[src/gs_defs.svh]
// Named constants of the gas sensor output block.
// Assumes a 250 MHz core clock; included by the top module.
`ifndef GS_DEFS_SVH
`define GS_DEFS_SVH

// ----------------------------------------------------------------------------
// Clock and timing
// ----------------------------------------------------------------------------
`define GS_CLK_HZ        250000000
`define GS_MS_HZ         1000
`define GS_BAUD_HZ       38400
`define GS_REFRESH_MS    5000
`define GS_CAL_MIN_MIN   10
`define GS_CAL_MIN_MS    (`GS_CAL_MIN_MIN * 60 * 1000)

// ----------------------------------------------------------------------------
// PWM and alarm
// ----------------------------------------------------------------------------
`define GS_PWM_START_MS  2
`define GS_PWM_SPAN_MS   1000
`define GS_PWM_PERIOD_MS 11'd2000
`define GS_RANGE_DEF     2000
`define GS_ALARM_ON_PPM  16'd1200
`define GS_ALARM_OFF_PPM 16'd800

// ----------------------------------------------------------------------------
// Serial and two-wire encodings
// ----------------------------------------------------------------------------
`define GS_BITS          4'h8
`define GS_TX_BITS       4'h9
`define GS_RX_STOP       4'ha
`define GS_I2C_ADDR      7'h31
`define GS_CMD_READ      8'h52
`define GS_CMD_CAL_GO    8'h4d
`define GS_CMD_CAL_STOP  8'h41
`define GS_RD_LAST       3'h6
`define GS_RES_BYTE      8'h00
`define GS_RPT_LAST      4'hb
`define GS_CH_SP         8'h20
`define GS_CH_ZERO       8'h30
`define GS_CH_P          8'h70
`define GS_CH_M          8'h6d
`define GS_CH_CR         8'h0d
`define GS_CH_LF         8'h0a

`endif

[src/gs_pkg.sv]
// Types shared by the gas sensor output block.
// Assumes gs_defs.svh is on the include path.
package gs_pkg;
  typedef enum logic [1:0] {I_IDLE, I_ADDR, I_WDATA, I_RDATA} gs_i2c_st_t;

  typedef struct packed {
    logic [1:0][7:0] mem;
    logic            wp;
    logic            rp;
    logic [1:0]      cnt;
  } gs_buf_t;

  typedef struct packed {
    logic [17:0] div;    logic        ms;     logic [12:0] rfr_ms; logic        rfr;
    logic [15:0] val;    logic        alarm;  logic [10:0] pms;    logic [10:0] th;
    logic        pwm;    logic        man;    logic        auto;   logic [19:0] cal_ms;
    logic        stop_pend; logic     cal_pin_q; logic     rp_act; logic [3:0]  rp_idx;
    logic        tx_busy; logic [8:0] tx_sh;  logic [3:0]  tx_bits; logic [12:0] tx_cnt;
    logic        txd;    logic [3:0]  rx_bit; logic [12:0] rx_cnt; logic [7:0]  rx_sh;
    gs_i2c_st_t  ist;    logic [3:0]  icnt;   logic [7:0]  ish;    logic        iack;
    logic        ird;    logic        ioe;    logic [2:0]  iidx;   logic [15:0] ival;
    logic        scl_q;  logic        sda_q;  logic        sdo;
  } gs_state_t;
endpackage

[src/gs_buf2.sv]
// Two-entry byte buffer with valid/ready on both sides.
// Assumes the clock and reset of the top module.
`timescale 1ns/1ps
`default_nettype none

module gs_buf2
  import gs_pkg::*;
(
  // Clock and reset.
  input  wire logic       mclk_i,
  input  wire logic       reset_n_i,
  // Filling side.
  input  wire logic       in_valid_i,
  input  wire logic [7:0] in_data_i,
  output logic            in_ready_o,
  // Draining side.
  output logic            out_valid_o,
  output logic [7:0]      out_data_o,
  input  wire logic       out_ready_i
);
  gs_buf_t b_r;
  gs_buf_t b_nxt;
  logic    push;
  logic    pop;

  // ---------------------------------------------------------------------------
  // Handshakes
  // ---------------------------------------------------------------------------
  // Full and empty follow the entry count, so a stalled reader fills it.
  assign in_ready_o  = (b_r.cnt != 2'h2);
  assign out_valid_o = (b_r.cnt != 2'h0);
  assign out_data_o  = b_r.mem[b_r.rp];
  assign push        = in_valid_i & in_ready_o;
  assign pop         = out_valid_o & out_ready_i;

  // Pointer and count update.
  always_comb
  begin
    b_nxt = b_r;
    if (push)
    begin
      b_nxt.mem[b_r.wp] = in_data_i;
      b_nxt.wp          = ~b_r.wp;
    end
    if (pop)
      b_nxt.rp = ~b_r.rp;
    if (push && !pop)
      b_nxt.cnt = b_r.cnt + 2'h1;
    else if (pop && !push)
      b_nxt.cnt = b_r.cnt - 2'h1;
  end

  // State register.
  always_ff @(posedge mclk_i or negedge reset_n_i)
  begin
    if (!reset_n_i)
      b_r <= '0;
    else
      b_r <= b_nxt;
  end
endmodule // gs_buf2

`default_nettype wire

[src/gs_sensor_out.sv]
// Output logic of a gas sensor: serial report, two-wire target, PWM, alarm
// and calibration mode control.
// Assumes one 250 MHz clock, all pins already synchronous to it, and a
// measurement value presented on conc_i by the measuring core.
//
// Functional notes
// Serial link is 38400 baud, 8 data bits, no parity, 1 stop bit.
// Report is six digits, space, p p m, CR, LF: twelve bytes.
// Leading zero digits are sent as spaces.
// Two-wire target only, answering address 0x31.
// Address byte is 0x63 for read and 0x62 for write.
// Host writes 0x52, stops, then reads seven bytes with acks.
// Host waits at least 1 ms before reading each byte.
// Read frame: config byte, two value bytes, four zero bytes.
// PWM high time is 2 ms plus 1000 ms times value over range.
// PWM period is 2000 ms; low time is the rest.
// PWM range defaults to 2000 ppm; 5000 ppm is a build option.
// Alarm sets at 1200 ppm or more, clears at 800 or less.
// Automatic calibration after power-up and whenever manual is off.
// Manual calibration lasts at least 10 minutes; host stops before 18.
// Manual calibration starts by serial, two-wire command or pin.
// Reported value refreshes on all outputs every five seconds.
// Value bytes are unsigned ppm, most significant first.
// One serial report is sent per value refresh.
`timescale 1ns/1ps
`default_nettype none
`include "gs_defs.svh"

module gs_sensor_out
  import gs_pkg::*;
#(
  parameter int unsigned MS_CYC     = `GS_CLK_HZ / `GS_MS_HZ,
  parameter int unsigned BAUD_CYC   = `GS_CLK_HZ / `GS_BAUD_HZ,
  parameter int unsigned REFRESH_MS = `GS_REFRESH_MS,
  parameter int unsigned CAL_MS     = `GS_CAL_MIN_MS,
  parameter int unsigned PWM_RANGE  = `GS_RANGE_DEF
)
(
  // Clock and reset.
  input  wire logic        mclk_i,
  input  wire logic        reset_n_i,
  // Measurement and calibration pin.
  input  wire logic [15:0] conc_i,
  input  wire logic        cal_pin_i,
  // Serial link.
  input  wire logic        rxd_i,
  output logic             uart_tx_o,
  // Two-wire target.
  input  wire logic        scl_i,
  input  wire logic        sda_i,
  output logic             sda_o,
  output logic             sda_oe_o,
  // Indicators.
  output logic             pwm_o,
  output logic             alarm_o,
  output logic             auto_baseline_calibration_o,
  output logic             manual_timed_calibration_o
);
  localparam int unsigned HALF_CYC = BAUD_CYC / 2;

  gs_state_t  s_r;
  gs_state_t  n;
  logic       b_in_ready;
  logic       b_valid;
  logic [7:0] b_data;
  logic       b_pop;
  logic [7:0] rpt_byte;
  logic [7:0] dig [6];
  logic [10:0] th_calc;

  // ---------------------------------------------------------------------------
  // Report text
  // ---------------------------------------------------------------------------
  // Each decimal digit becomes a character; leading zeros become spaces.
  for (genvar k = 0; k < 6; k++)
  begin : g_dig
    localparam int unsigned P = 10 ** k;
    assign dig[k] = (k > 0 && 32'(s_r.val) < P) ? `GS_CH_SP :
                    `GS_CH_ZERO + 8'((32'(s_r.val) / P) % 10);
  end

  // Byte of the twelve-byte report at the current index.
  always_comb
  begin
    unique case (s_r.rp_idx)
      4'h0, 4'h1, 4'h2, 4'h3, 4'h4, 4'h5: rpt_byte = dig[3'(5 - s_r.rp_idx)];
      4'h6:    rpt_byte = `GS_CH_SP;
      4'h7,
      4'h8:    rpt_byte = `GS_CH_P;
      4'h9:    rpt_byte = `GS_CH_M;
      4'ha:    rpt_byte = `GS_CH_CR;
      4'hb:    rpt_byte = `GS_CH_LF;
      default: rpt_byte = `GS_CH_SP;
    endcase
  end

  // High time in ms, value clamped to the selected range.
  assign th_calc = 11'(`GS_PWM_START_MS + (`GS_PWM_SPAN_MS *
                   ((32'(conc_i) > PWM_RANGE) ? PWM_RANGE : 32'(conc_i))) / PWM_RANGE);

  // Read frame byte: config, value high, value low, then zeros.
  function automatic logic [7:0] rd_byte(input logic [2:0] i, input logic m,
                                         input logic [15:0] v);
    unique case (i)
      3'h0:    rd_byte = {7'h00, m};
      3'h1:    rd_byte = v[15:8];
      3'h2:    rd_byte = v[7:0];
      default: rd_byte = `GS_RES_BYTE;
    endcase
  endfunction

  // ---------------------------------------------------------------------------
  // Serial transmit buffer
  // ---------------------------------------------------------------------------
  assign b_pop = b_valid & ~s_r.tx_busy;

  gs_buf2 u_buf (
    .mclk_i      (mclk_i),
    .reset_n_i   (reset_n_i),
    .in_valid_i  (s_r.rp_act),
    .in_data_i   (rpt_byte),
    .in_ready_o  (b_in_ready),
    .out_valid_o (b_valid),
    .out_data_o  (b_data),
    .out_ready_i (~s_r.tx_busy)
  );

  // ---------------------------------------------------------------------------
  // Next-state logic
  // ---------------------------------------------------------------------------
  always_comb
  begin
    logic       rise;
    logic       fall;
    logic       i_st;
    logic       i_sp;
    logic       go;
    logic       stop;
    logic [7:0] first;
    rise  = scl_i & ~s_r.scl_q;
    fall  = ~scl_i & s_r.scl_q;
    i_st  = scl_i & s_r.scl_q & s_r.sda_q & ~sda_i;
    i_sp  = scl_i & s_r.scl_q & ~s_r.sda_q & sda_i;
    go    = cal_pin_i & ~s_r.cal_pin_q;
    stop  = 1'b0;
    first = rd_byte(3'h0, s_r.man, s_r.ival);
    n     = s_r;
    n.ms  = 1'b0;
    n.rfr = 1'b0;
    n.scl_q     = scl_i;
    n.sda_q     = sda_i;
    n.cal_pin_q = cal_pin_i;

    // Millisecond enable and five-second refresh.
    if (s_r.div == 18'(MS_CYC - 1))
    begin
      n.div = '0;
      n.ms  = 1'b1;
    end
    else
      n.div = s_r.div + 18'h1;
    if (s_r.ms)
    begin
      if (s_r.rfr_ms == 13'(REFRESH_MS - 1))
      begin
        n.rfr_ms = '0;
        n.rfr    = 1'b1;
      end
      else
        n.rfr_ms = s_r.rfr_ms + 13'h1;
    end

    // Report bytes enter the buffer while it has room.
    if (s_r.rp_act && b_in_ready)
    begin
      if (s_r.rp_idx == `GS_RPT_LAST)
        n.rp_act = 1'b0;
      else
        n.rp_idx = s_r.rp_idx + 4'h1;
    end

    // Refresh takes a new value and updates the report, PWM high time and alarm.
    if (s_r.rfr)
    begin
      n.val    = conc_i;
      n.th     = th_calc;
      n.rp_act = 1'b1;
      n.rp_idx = '0;
      if (conc_i >= `GS_ALARM_ON_PPM)
        n.alarm = 1'b1;
      else if (conc_i <= `GS_ALARM_OFF_PPM)
        n.alarm = 1'b0;
    end

    // PWM: high while the ms count is below the high time.
    if (s_r.ms)
      n.pms = (s_r.pms == `GS_PWM_PERIOD_MS - 11'h1) ? '0 : s_r.pms + 11'h1;
    n.pwm = (s_r.pms < s_r.th);

    // Serial transmit: start bit, eight data bits LSB first, stop bit.
    if (!s_r.tx_busy)
    begin
      if (b_pop)
      begin
        n.tx_busy = 1'b1;
        n.txd     = 1'b0;
        n.tx_sh   = {1'b1, b_data};
        n.tx_bits = `GS_TX_BITS;
        n.tx_cnt  = 13'(BAUD_CYC - 1);
      end
    end
    else if (s_r.tx_cnt != '0)
      n.tx_cnt = s_r.tx_cnt - 13'h1;
    else if (s_r.tx_bits == '0)
      n.tx_busy = 1'b0;
    else
    begin
      n.txd     = s_r.tx_sh[0];
      n.tx_sh   = {1'b1, s_r.tx_sh[8:1]};
      n.tx_bits = s_r.tx_bits - 4'h1;
      n.tx_cnt  = 13'(BAUD_CYC - 1);
    end

    // Serial receive, sampled at mid-bit; bad start or stop is dropped.
    if (s_r.rx_bit == '0)
    begin
      if (!rxd_i)
      begin
        n.rx_bit = 4'h1;
        n.rx_cnt = 13'(HALF_CYC - 1);
      end
    end
    else if (s_r.rx_cnt != '0)
      n.rx_cnt = s_r.rx_cnt - 13'h1;
    else
    begin
      n.rx_cnt = 13'(BAUD_CYC - 1);
      if (s_r.rx_bit == 4'h1)
        n.rx_bit = rxd_i ? 4'h0 : 4'h2;
      else if (s_r.rx_bit == `GS_RX_STOP)
      begin
        n.rx_bit = '0;
        if (rxd_i && s_r.rx_sh == `GS_CMD_CAL_GO)
          go = 1'b1;
        if (rxd_i && s_r.rx_sh == `GS_CMD_CAL_STOP)
          stop = 1'b1;
      end
      else
      begin
        n.rx_sh  = {rxd_i, s_r.rx_sh[7:1]};
        n.rx_bit = s_r.rx_bit + 4'h1;
      end
    end

    // Two-wire target: bits taken on SCL rise, driven on SCL fall.
    if (i_st)
    begin
      n.ist  = I_ADDR;
      n.icnt = '0;
      n.iack = 1'b0;
      n.ioe  = 1'b0;
    end
    else if (i_sp)
    begin
      n.ist  = I_IDLE;
      n.iack = 1'b0;
      n.ioe  = 1'b0;
    end
    else if (rise)
    begin
      if (s_r.ist == I_RDATA)
      begin
        if (s_r.iack)
        begin
          if (sda_i)
            n.ist = I_IDLE;
          else
          begin
            n.iidx = (s_r.iidx == `GS_RD_LAST) ? s_r.iidx : s_r.iidx + 3'h1;
            n.ish  = rd_byte(n.iidx, s_r.man, s_r.ival);
            n.icnt = '0;
            n.iack = 1'b0;
          end
        end
        else
        begin
          n.ish  = {s_r.ish[6:0], 1'b0};
          n.icnt = s_r.icnt + 4'h1;
        end
      end
      else if (s_r.ist != I_IDLE && !s_r.iack)
      begin
        n.ish  = {s_r.ish[6:0], sda_i};
        n.icnt = s_r.icnt + 4'h1;
      end
    end
    else if (fall)
    begin
      if (s_r.ist == I_RDATA)
      begin
        if (!s_r.iack && s_r.icnt == `GS_BITS)
        begin
          n.ioe  = 1'b0;
          n.iack = 1'b1;
        end
        else if (!s_r.iack)
          n.ioe = ~s_r.ish[7];
      end
      else if (s_r.ist != I_IDLE)
      begin
        if (s_r.iack)
        begin
          n.iack = 1'b0;
          n.ioe  = 1'b0;
          n.icnt = '0;
          if (s_r.ist == I_ADDR && s_r.ird)
          begin
            n.ist  = I_RDATA;
            n.iidx = '0;
            n.ish  = first;
            n.ioe  = ~first[7];
          end
          else
            n.ist = I_WDATA;
        end
        else if (s_r.icnt == `GS_BITS)
        begin
          if (s_r.ist == I_ADDR)
          begin
            if (s_r.ish[7:1] == `GS_I2C_ADDR)
            begin
              n.iack = 1'b1;
              n.ioe  = 1'b1;
              n.ird  = s_r.ish[0];
            end
            else
              n.ist = I_IDLE;
          end
          else
          begin
            n.iack = 1'b1;
            n.ioe  = 1'b1;
            if (s_r.ish == `GS_CMD_READ)
              n.ival = s_r.val;
            if (s_r.ish == `GS_CMD_CAL_GO)
              go = 1'b1;
            if (s_r.ish == `GS_CMD_CAL_STOP)
              stop = 1'b1;
          end
        end
      end
    end

    // Calibration mode: a stop waits until the minimum time has passed.
    if (!s_r.man)
    begin
      if (go)
      begin
        n.man       = 1'b1;
        n.cal_ms    = '0;
        n.stop_pend = 1'b0;
      end
    end
    else
    begin
      if (stop)
        n.stop_pend = 1'b1;
      if (s_r.ms && s_r.cal_ms != 20'(CAL_MS - 1))
        n.cal_ms = s_r.cal_ms + 20'h1;
      if (s_r.cal_ms == 20'(CAL_MS - 1) && (s_r.stop_pend || stop))
        n.man = 1'b0;
    end
    n.auto = ~n.man;
    n.sdo  = 1'b0;
  end

  // ---------------------------------------------------------------------------
  // State register
  // ---------------------------------------------------------------------------
  always_ff @(posedge mclk_i or negedge reset_n_i)
  begin
    if (!reset_n_i)
    begin
      s_r       <= '0;
      s_r.txd   <= 1'b1;
      s_r.auto  <= 1'b1;
      s_r.scl_q <= 1'b1;
      s_r.sda_q <= 1'b1;
    end
    else
      s_r <= n;
  end

  // Outputs come straight from state flip-flops.
  assign uart_tx_o                   = s_r.txd;
  assign sda_o                       = s_r.sdo;
  assign sda_oe_o                    = s_r.ioe;
  assign pwm_o                       = s_r.pwm;
  assign alarm_o                     = s_r.alarm;
  assign auto_baseline_calibration_o = s_r.auto;
  assign manual_timed_calibration_o  = s_r.man;
endmodule // gs_sensor_out

`default_nettype wire

[config.mk]
export PLATFORM = sky130hd
export DESIGN_NAME = gs_sensor_out
export DESIGN_NICKNAME = d
export VERILOG_FILES = /design/src/gs_pkg.sv /design/src/gs_buf2.sv /design/src/gs_sensor_out.sv
export VERILOG_INCLUDE_DIRS = /design/src /design/src/src
export SDC_FILE = /design/constraint.sdc
export NUM_CORES = 1
export LEC_CHECK = 0
export BUFFER_PORTS_ARGS = -buffer_cell sky130_fd_sc_hd__buf_2
export CORE_MARGIN = 2
export CORE_UTILIZATION = 42
export CTS_CLUSTER_SIZE = 25
export DETAILED_ROUTE_END_ITERATION = 7
export SLEW_MARGIN = 20
export SYNTH_ARGS = -nofsm -noshare
export SYNTH_HDL_FRONTEND = slang
export SYNTH_SLANG_ARGS = --single-unit
export TNS_END_PERCENT = 10
[constraint.sdc]
create_clock -name mclk_i -period 23.1 [get_ports mclk_i]
set_clock_uncertainty 0.05 [all_clocks]
set_input_delay 1.155 -clock mclk_i [delete_from_list [all_inputs] [get_ports mclk_i]]
set_output_delay 1.155 -clock mclk_i [all_outputs]
set_load 0.01 [all_outputs]
# Word level (Yosys, flattened, before mapping)
# Cells that the tools add are included.
# op_classes
add_sub_neg,20
multipliers,1
div,10
n_lt_le_gt_ge,12
eq_ne,67
shifts,0
muxes,139
bitwise_logic,29
n_reduce_logical,59
# ops
operator,count
$mux 36,7
$mod 32x4->32 const B,4
$mux 16,5
$mux 8,10
$mux 1,62
$mux 12,5
$mux 28,2
$mux 13,4
$mux 21,2
$add 6x8->8 const A,5
$eq 8x7->1 const B,5
$pmux 8 s5,1
$mux 17,2
$div 16x10->32 const B,1
$div 16x14->32 const B,1
$div 16x4->32 const B,1
$div 16x7->32 const B,1
$div 32x11->32 const B,1
$mod 16x4->32 const B,1
$ne 6x2->1 const B,5
$reduce_and 10->1,3
$mux 14,2
$mux 27,1
$reduce_bool 13->1,2
other kinds (87),204
# totals
reg_bits,213
latchBits,0
ramBits,0
romBits,0
in_bits,22
output_inout_bits,7
elab_cells,376
mem_count,0

# Logic depth before layout (Yosys ltp)
# depth
ltp_word,22
ltp_mapped,61
mapped_depth_nobuf,54

# Modules after synthesis
# From an unflattened synthesis, not the netlist that was laid out.
# unflattened
hier_cells,3711
area_unflattened_um2,28350.9
# by_module_without_submodules
mod,n_inst,cells_each,area_each_um2,seq_area_each_um2
gs_sensor_out,1,3651,27381.3,4834.6
gs_buf2,1,60,969.7,500.5

# Worst setup path after synthesis
# No wires, ideal clock.
# synth_timing
path_kind,input -> register
start,input conc_i[12]
end,register s_r[129] (netlist name)
setup_time_ps,130
arrival_time_ps,14530
required_time_ps,22920
slack_ps,8390
cell_stages,53
path_buffers,3
cell_sequence,or4_1 > or2_2 > nor2_1 > nand2_1 > inv_1 > fa_1 > fa_1 > fa_1 > fa_1 > ha_1 > o21ai_2 > a221oi_4 > o21a_1 > mux2_4 > or3_1 > mux2i_1 > mux2i_1 > a211o_1 > [... 17 more ...] > mux2i_4 > buf_6 > nand4_1 > mux2i_2 > a221oi_2 > a221oi_4 > a31oi_2 > a31o_2 > o31a_1 > or3_1 > a31oi_2 > o211ai_2 > nand2_1 > ha_1 > nand2_1 > xnor2_1 > nand2_1 > o21ai_0
# synth_via
elab_chain_len,5
# synth_rtl
item,line,rtl
"start, declared",gs_sensor_out.sv:43,"input wire logic [15:0] conc_i,"
$gt 16x11->1,gs_sensor_out.sv:99,((32'(conc_i) > PWM_RANGE) ? PWM_RANGE : 32'(conc_i))) / PWM_RANGE);
$mux 16 *,gs_sensor_out.sv:99,
$mul 7x16->23 (no line) *,n/a,
$div 32x11->32 *,gs_sensor_out.sv:98,assign th_calc = 11'(`GS_PWM_START_MS + (`GS_PWM_SPAN_MS *
$add 2x11->11 (no line) *,n/a,
"end signal, assigned",gs_sensor_out.sv:391,s_r <= n;
"end, declared",gs_sensor_out.sv:61,gs_state_t s_r;
# Mark *: on every way between the ends. The rest lies on a longest branch, timed or not.
# A chain may end at the register's enable or synchronous reset.

# Worst setup path in the final report
# Same ends and word-level chain as after synthesis.

==> metrics.log <==
INFO  metric max-clock-path-buffers = 3
INFO  metric synthesis.area_per_instance = 7.57 um^2
INFO  metric max_freq = 59.1 MHz
INFO  metric clock_buffers_created_by_tritoncts = 25
INFO  metric place.gp.congestion = 0.899
INFO  metric ys_dominant_reg_cell = sky130_fd_sc_hd__dfrtp_1
INFO  metric final_max_slew_viol_count = 0
INFO  metric dr_wl_met2 = 38.3 mm
INFO  metric detail_route.wl_per_cell = 17.2 um
INFO  metric cts-resized-gates = 0
INFO  metric dpl_cell_area = 30300 um^2
INFO  metric seqCellArea = 5340 um^2
INFO  metric top_layer_used = met5
INFO  metric start_util = 42.2%
INFO  metric multi_input_comb_area = about 23000 um^2
INFO  metric end_kind = register
INFO  metric nNetsFinal = 4009
INFO  metric holdCritPathClass = register to register
INFO  metric cts.htree.levels = 1
INFO  metric timing.critical_path.slowest_stage_cell = sky130_fd_sc_hd__mux2i_1
INFO  metric detailroute.wirelength.met3 = about 3.2 mm
INFO  metric grt_overflow_total = 0
INFO  metric report.final.setup_viol = 0
INFO  metric clk_transition_reported_paths = 60 ps
INFO  metric latest_clock_arrival_within_the_worst_skew_pair = between 500 and 600 ps
INFO  metric core_rows = just under 100
INFO  metric wl_met1 = 39.3 mm
INFO  metric final.fill_count = 7108
INFO  metric drcViolationCount = 0
INFO  metric detailedRoute.firstPassIterationCount = 6
INFO  metric syn_inst = slightly below 4k
INFO  metric floorplan.core_area = 69800 um^2
INFO  metric area_growth_syn_to_layout = 5.73%
INFO  metric pin_count_of_the_biggest_net_entering_global_routing = 78
INFO  metric clk_root_buffer_cell = sky130_fd_sc_hd__clkbuf_16
INFO  metric via_count = 29.2k
INFO  metric first_iter_violations = 2253
INFO  metric yosysSeqAreaShare = 18.1%
INFO  metric routed_via_density = between 6 and 7
INFO  metric timing.critical_path.slowest_cell_delay = 780 ps
INFO  metric postSynthRegisterBits = 213
INFO  metric cts_post_setup_buffers_inserted = 0
INFO  metric die_w = 269 um
INFO  metric finalCriticalPeriod = about 17000 ps
INFO  metric synthArstFlopShare = 100%
INFO  metric worst_ep_required_time = 23420 ps
INFO  metric rsz0062_at_grt = false
INFO  metric cts_tree = built
INFO  metric period_share = about three quarters
INFO  metric critical_path_arrival = 17230 ps
INFO  metric slew-limit-headroom = approximately a third
INFO  metric io_buffer_count = 27
INFO  metric worstMarginPinSlew = 1010 ps
INFO  metric initial_antenna_violation_count = 2
INFO  metric commonest_non_fill_non_tap_cells_in_the_layout = sky130_fd_sc_hd__nand2_1 (437), sky130_fd_sc_hd__nor2_1 (383), sky130_fd_sc_hd__o21ai_0 (268), sky130_fd_sc_hd__a21oi_1 (237), sky130_fd_sc_hd__dfrtp_1 (208)
INFO  metric die-area = 72300 um^2
INFO  metric most_frequent_standard_cell_in_the_layout_excluding_fill_and_tap_cells = sky130_fd_sc_hd__nand2_1
INFO  metric finalCoreUtilization = between 40% and 50%
INFO  metric die_height = 269 um
INFO  metric worstSetupStartpointType = input pin
INFO  metric setup_total_negative_slack = 0 ps
INFO  metric ios = 29
INFO  metric crit_top_cell = sky130_fd_sc_hd__nand2_1
INFO  metric run_status = completed
INFO  metric edff_count_synth = 0
INFO  metric drt-total-wl = 82.2 mm
INFO  metric layout.cell_area.non_filler = 31200 um^2
INFO  metric timing.max_cap.violations = 0
INFO  metric syn-cell-area = roughly 30000 um^2
INFO  metric post-place-cells = 4735
INFO  metric dp_hpwl = 61.5 mm
INFO  metric final_hold_viol_count = 0
INFO  metric grt_first_pass_wirelength = 137 mm
INFO  metric post_cts_hold_buffer_count = 0
INFO  metric worstPathMaxFanout = 27
INFO  metric clkSinkCount = 213
INFO  metric yosysWarningCount = 0
INFO  metric global_routing_usage_summed_across_all_routing_layers = 22.3%
INFO  metric fin_cells = 4781
INFO  metric layout-drive-gt1-share = 7.66%
INFO  metric final_antenna_net_count = 0
INFO  metric first_global_vias = 27.0k
INFO  metric setup.worst_path.class = input pin to register
INFO  metric synth_cell_types = 151
worst max-delay path, delay by kind of cell:
family	cells	cell delay, ps
and+or+nand+nor	16	4150
muxes	5	2550
xor gates and xnor gates	3	410
buffers and inverters	3	540
adders and majority gates	6	2680
AOI/OAI and AO/OA	20	5680
worst paths after layout:
path / from / endpoint / slack, ps / depth (start not counted)
worst max-delay path: conc_i[12] / s_r[129] / 6190 / 53
worst min-delay path: uart_tx_o / uart_tx_o / 410 / 2
worst max register to register: s_r[158] / u_buf.b_r[9] / 7100 / 51
worst min register to register: uart_tx_o / uart_tx_o / 410 / 2
max in group asynchronous: reset_n_i / s_r[161] / 21010 / 2
min in group asynchronous: reset_n_i / s_r[158] / 580 / 1
through the flow:
stage          hold WS (ps)  setup WS, ps
6_report                409          6190
2_1_floorplan           390          8390
3_5_place_dp            402          5840
5_1_grt                 438          4910
4_1_cts                 410          6330
3_3_place_gp            396          6170
final cells by class:
type / instances / area share, %
antenna: 1 / 0.00803
clock buffer: 33 / 2.26
clock inverter: 12 / 0.470
inverter: 150 / 1.81
multi-input combinational: 3373 / 73.3
sequential: 213 / 17.1
tap: 940 / 3.77
timing repair buffer: 59 / 1.24
cells by family after synthesis:
| logic type | synth area share (%) |
|---|---|
| flip-flops | 18.1 |
| AND/OR/NAND/NOR | 25.9 |
| AO/OA/AOI/OAI | 30.4 |
| XOR/XNOR | 7.64 |
| multiplexers | 3.90 |
| adder cells (fa/ha/maj) | 9.16 |
| buffers and inverters | 4.87 |
| other | 0.0255 |
Yosys cell counts (18+ instances only):
cell type | instances | area (um^2)
sky130_fd_sc_hd__o22ai_1 | 30 | 188
sky130_fd_sc_hd__nand3_1 | 140 | 701
sky130_fd_sc_hd__mux2_2 | 33 | 372
sky130_fd_sc_hd__clkbuf_1 | 120 | 450
sky130_fd_sc_hd__a221oi_1 | 19 | 166
sky130_fd_sc_hd__o21a_1 | 40 | 300
sky130_fd_sc_hd__xnor2_1 | 172 | 1510
sky130_fd_sc_hd__nand2_1 | 437 | 1640
sky130_fd_sc_hd__a22oi_1 | 23 | 173
sky130_fd_sc_hd__ha_1 | 111 | 1390
sky130_fd_sc_hd__o21ai_0 | 268 | 1340
sky130_fd_sc_hd__or3_1 | 48 | 300
sky130_fd_sc_hd__dfrtp_1 | 209 | 5230
sky130_fd_sc_hd__nor2_1 | 384 | 1440
sky130_fd_sc_hd__a21oi_1 | 237 | 1190
sky130_fd_sc_hd__inv_1 | 142 | 533
sky130_fd_sc_hd__and2_1 | 45 | 282
sky130_fd_sc_hd__nor2b_1 | 30 | 188
sky130_fd_sc_hd__buf_2 | 32 | 160
sky130_fd_sc_hd__a21o_1 | 42 | 315
sky130_fd_sc_hd__o2111ai_1 | 20 | 175
sky130_fd_sc_hd__or4_1 | 18 | 135
sky130_fd_sc_hd__buf_4 | 19 | 143
sky130_fd_sc_hd__a211o_1 | 24 | 210
sky130_fd_sc_hd__maj3_1 | 22 | 220
sky130_fd_sc_hd__o31ai_1 | 39 | 293
sky130_fd_sc_hd__o211ai_1 | 51 | 383
sky130_fd_sc_hd__nand4_1 | 42 | 263
sky130_fd_sc_hd__xor2_1 | 74 | 648
sky130_fd_sc_hd__a211oi_1 | 43 | 323
sky130_fd_sc_hd__a31oi_1 | 59 | 369
sky130_fd_sc_hd__nand2b_1 | 40 | 250
sky130_fd_sc_hd__and3_1 | 47 | 294
sky130_fd_sc_hd__o21ai_1 | 25 | 125
sky130_fd_sc_hd__mux2i_1 | 67 | 671
sky130_fd_sc_hd__fa_1 | 54 | 1080
sky130_fd_sc_hd__a221o_1 | 19 | 190
sky130_fd_sc_hd__o221ai_1 | 18 | 158
sky130_fd_sc_hd__nor4_1 | 41 | 257
sky130_fd_sc_hd__nor3_1 | 122 | 611
state kept, by name, indices dropped and copies added (netlist names):
signal	cells
alarm_o	1
auto_baseline_calibration_o	1
manual_timed_calibration_o	1
pwm_o	1
s_r	187
sda_oe_o	1
u_buf.b_r	20
uart_tx_o	1
metal layers:
layer	GRT usage (%)	vias to the layer above
met4	4.04	4
met5	0	-
met1	31.5	14000
li1	-	14400
met3	1.61	98
met2	37.5	646
Power is left out: the tool's default activity adds up to more than one toggle a clock period on the data nets, which glitch-free logic cannot reach.
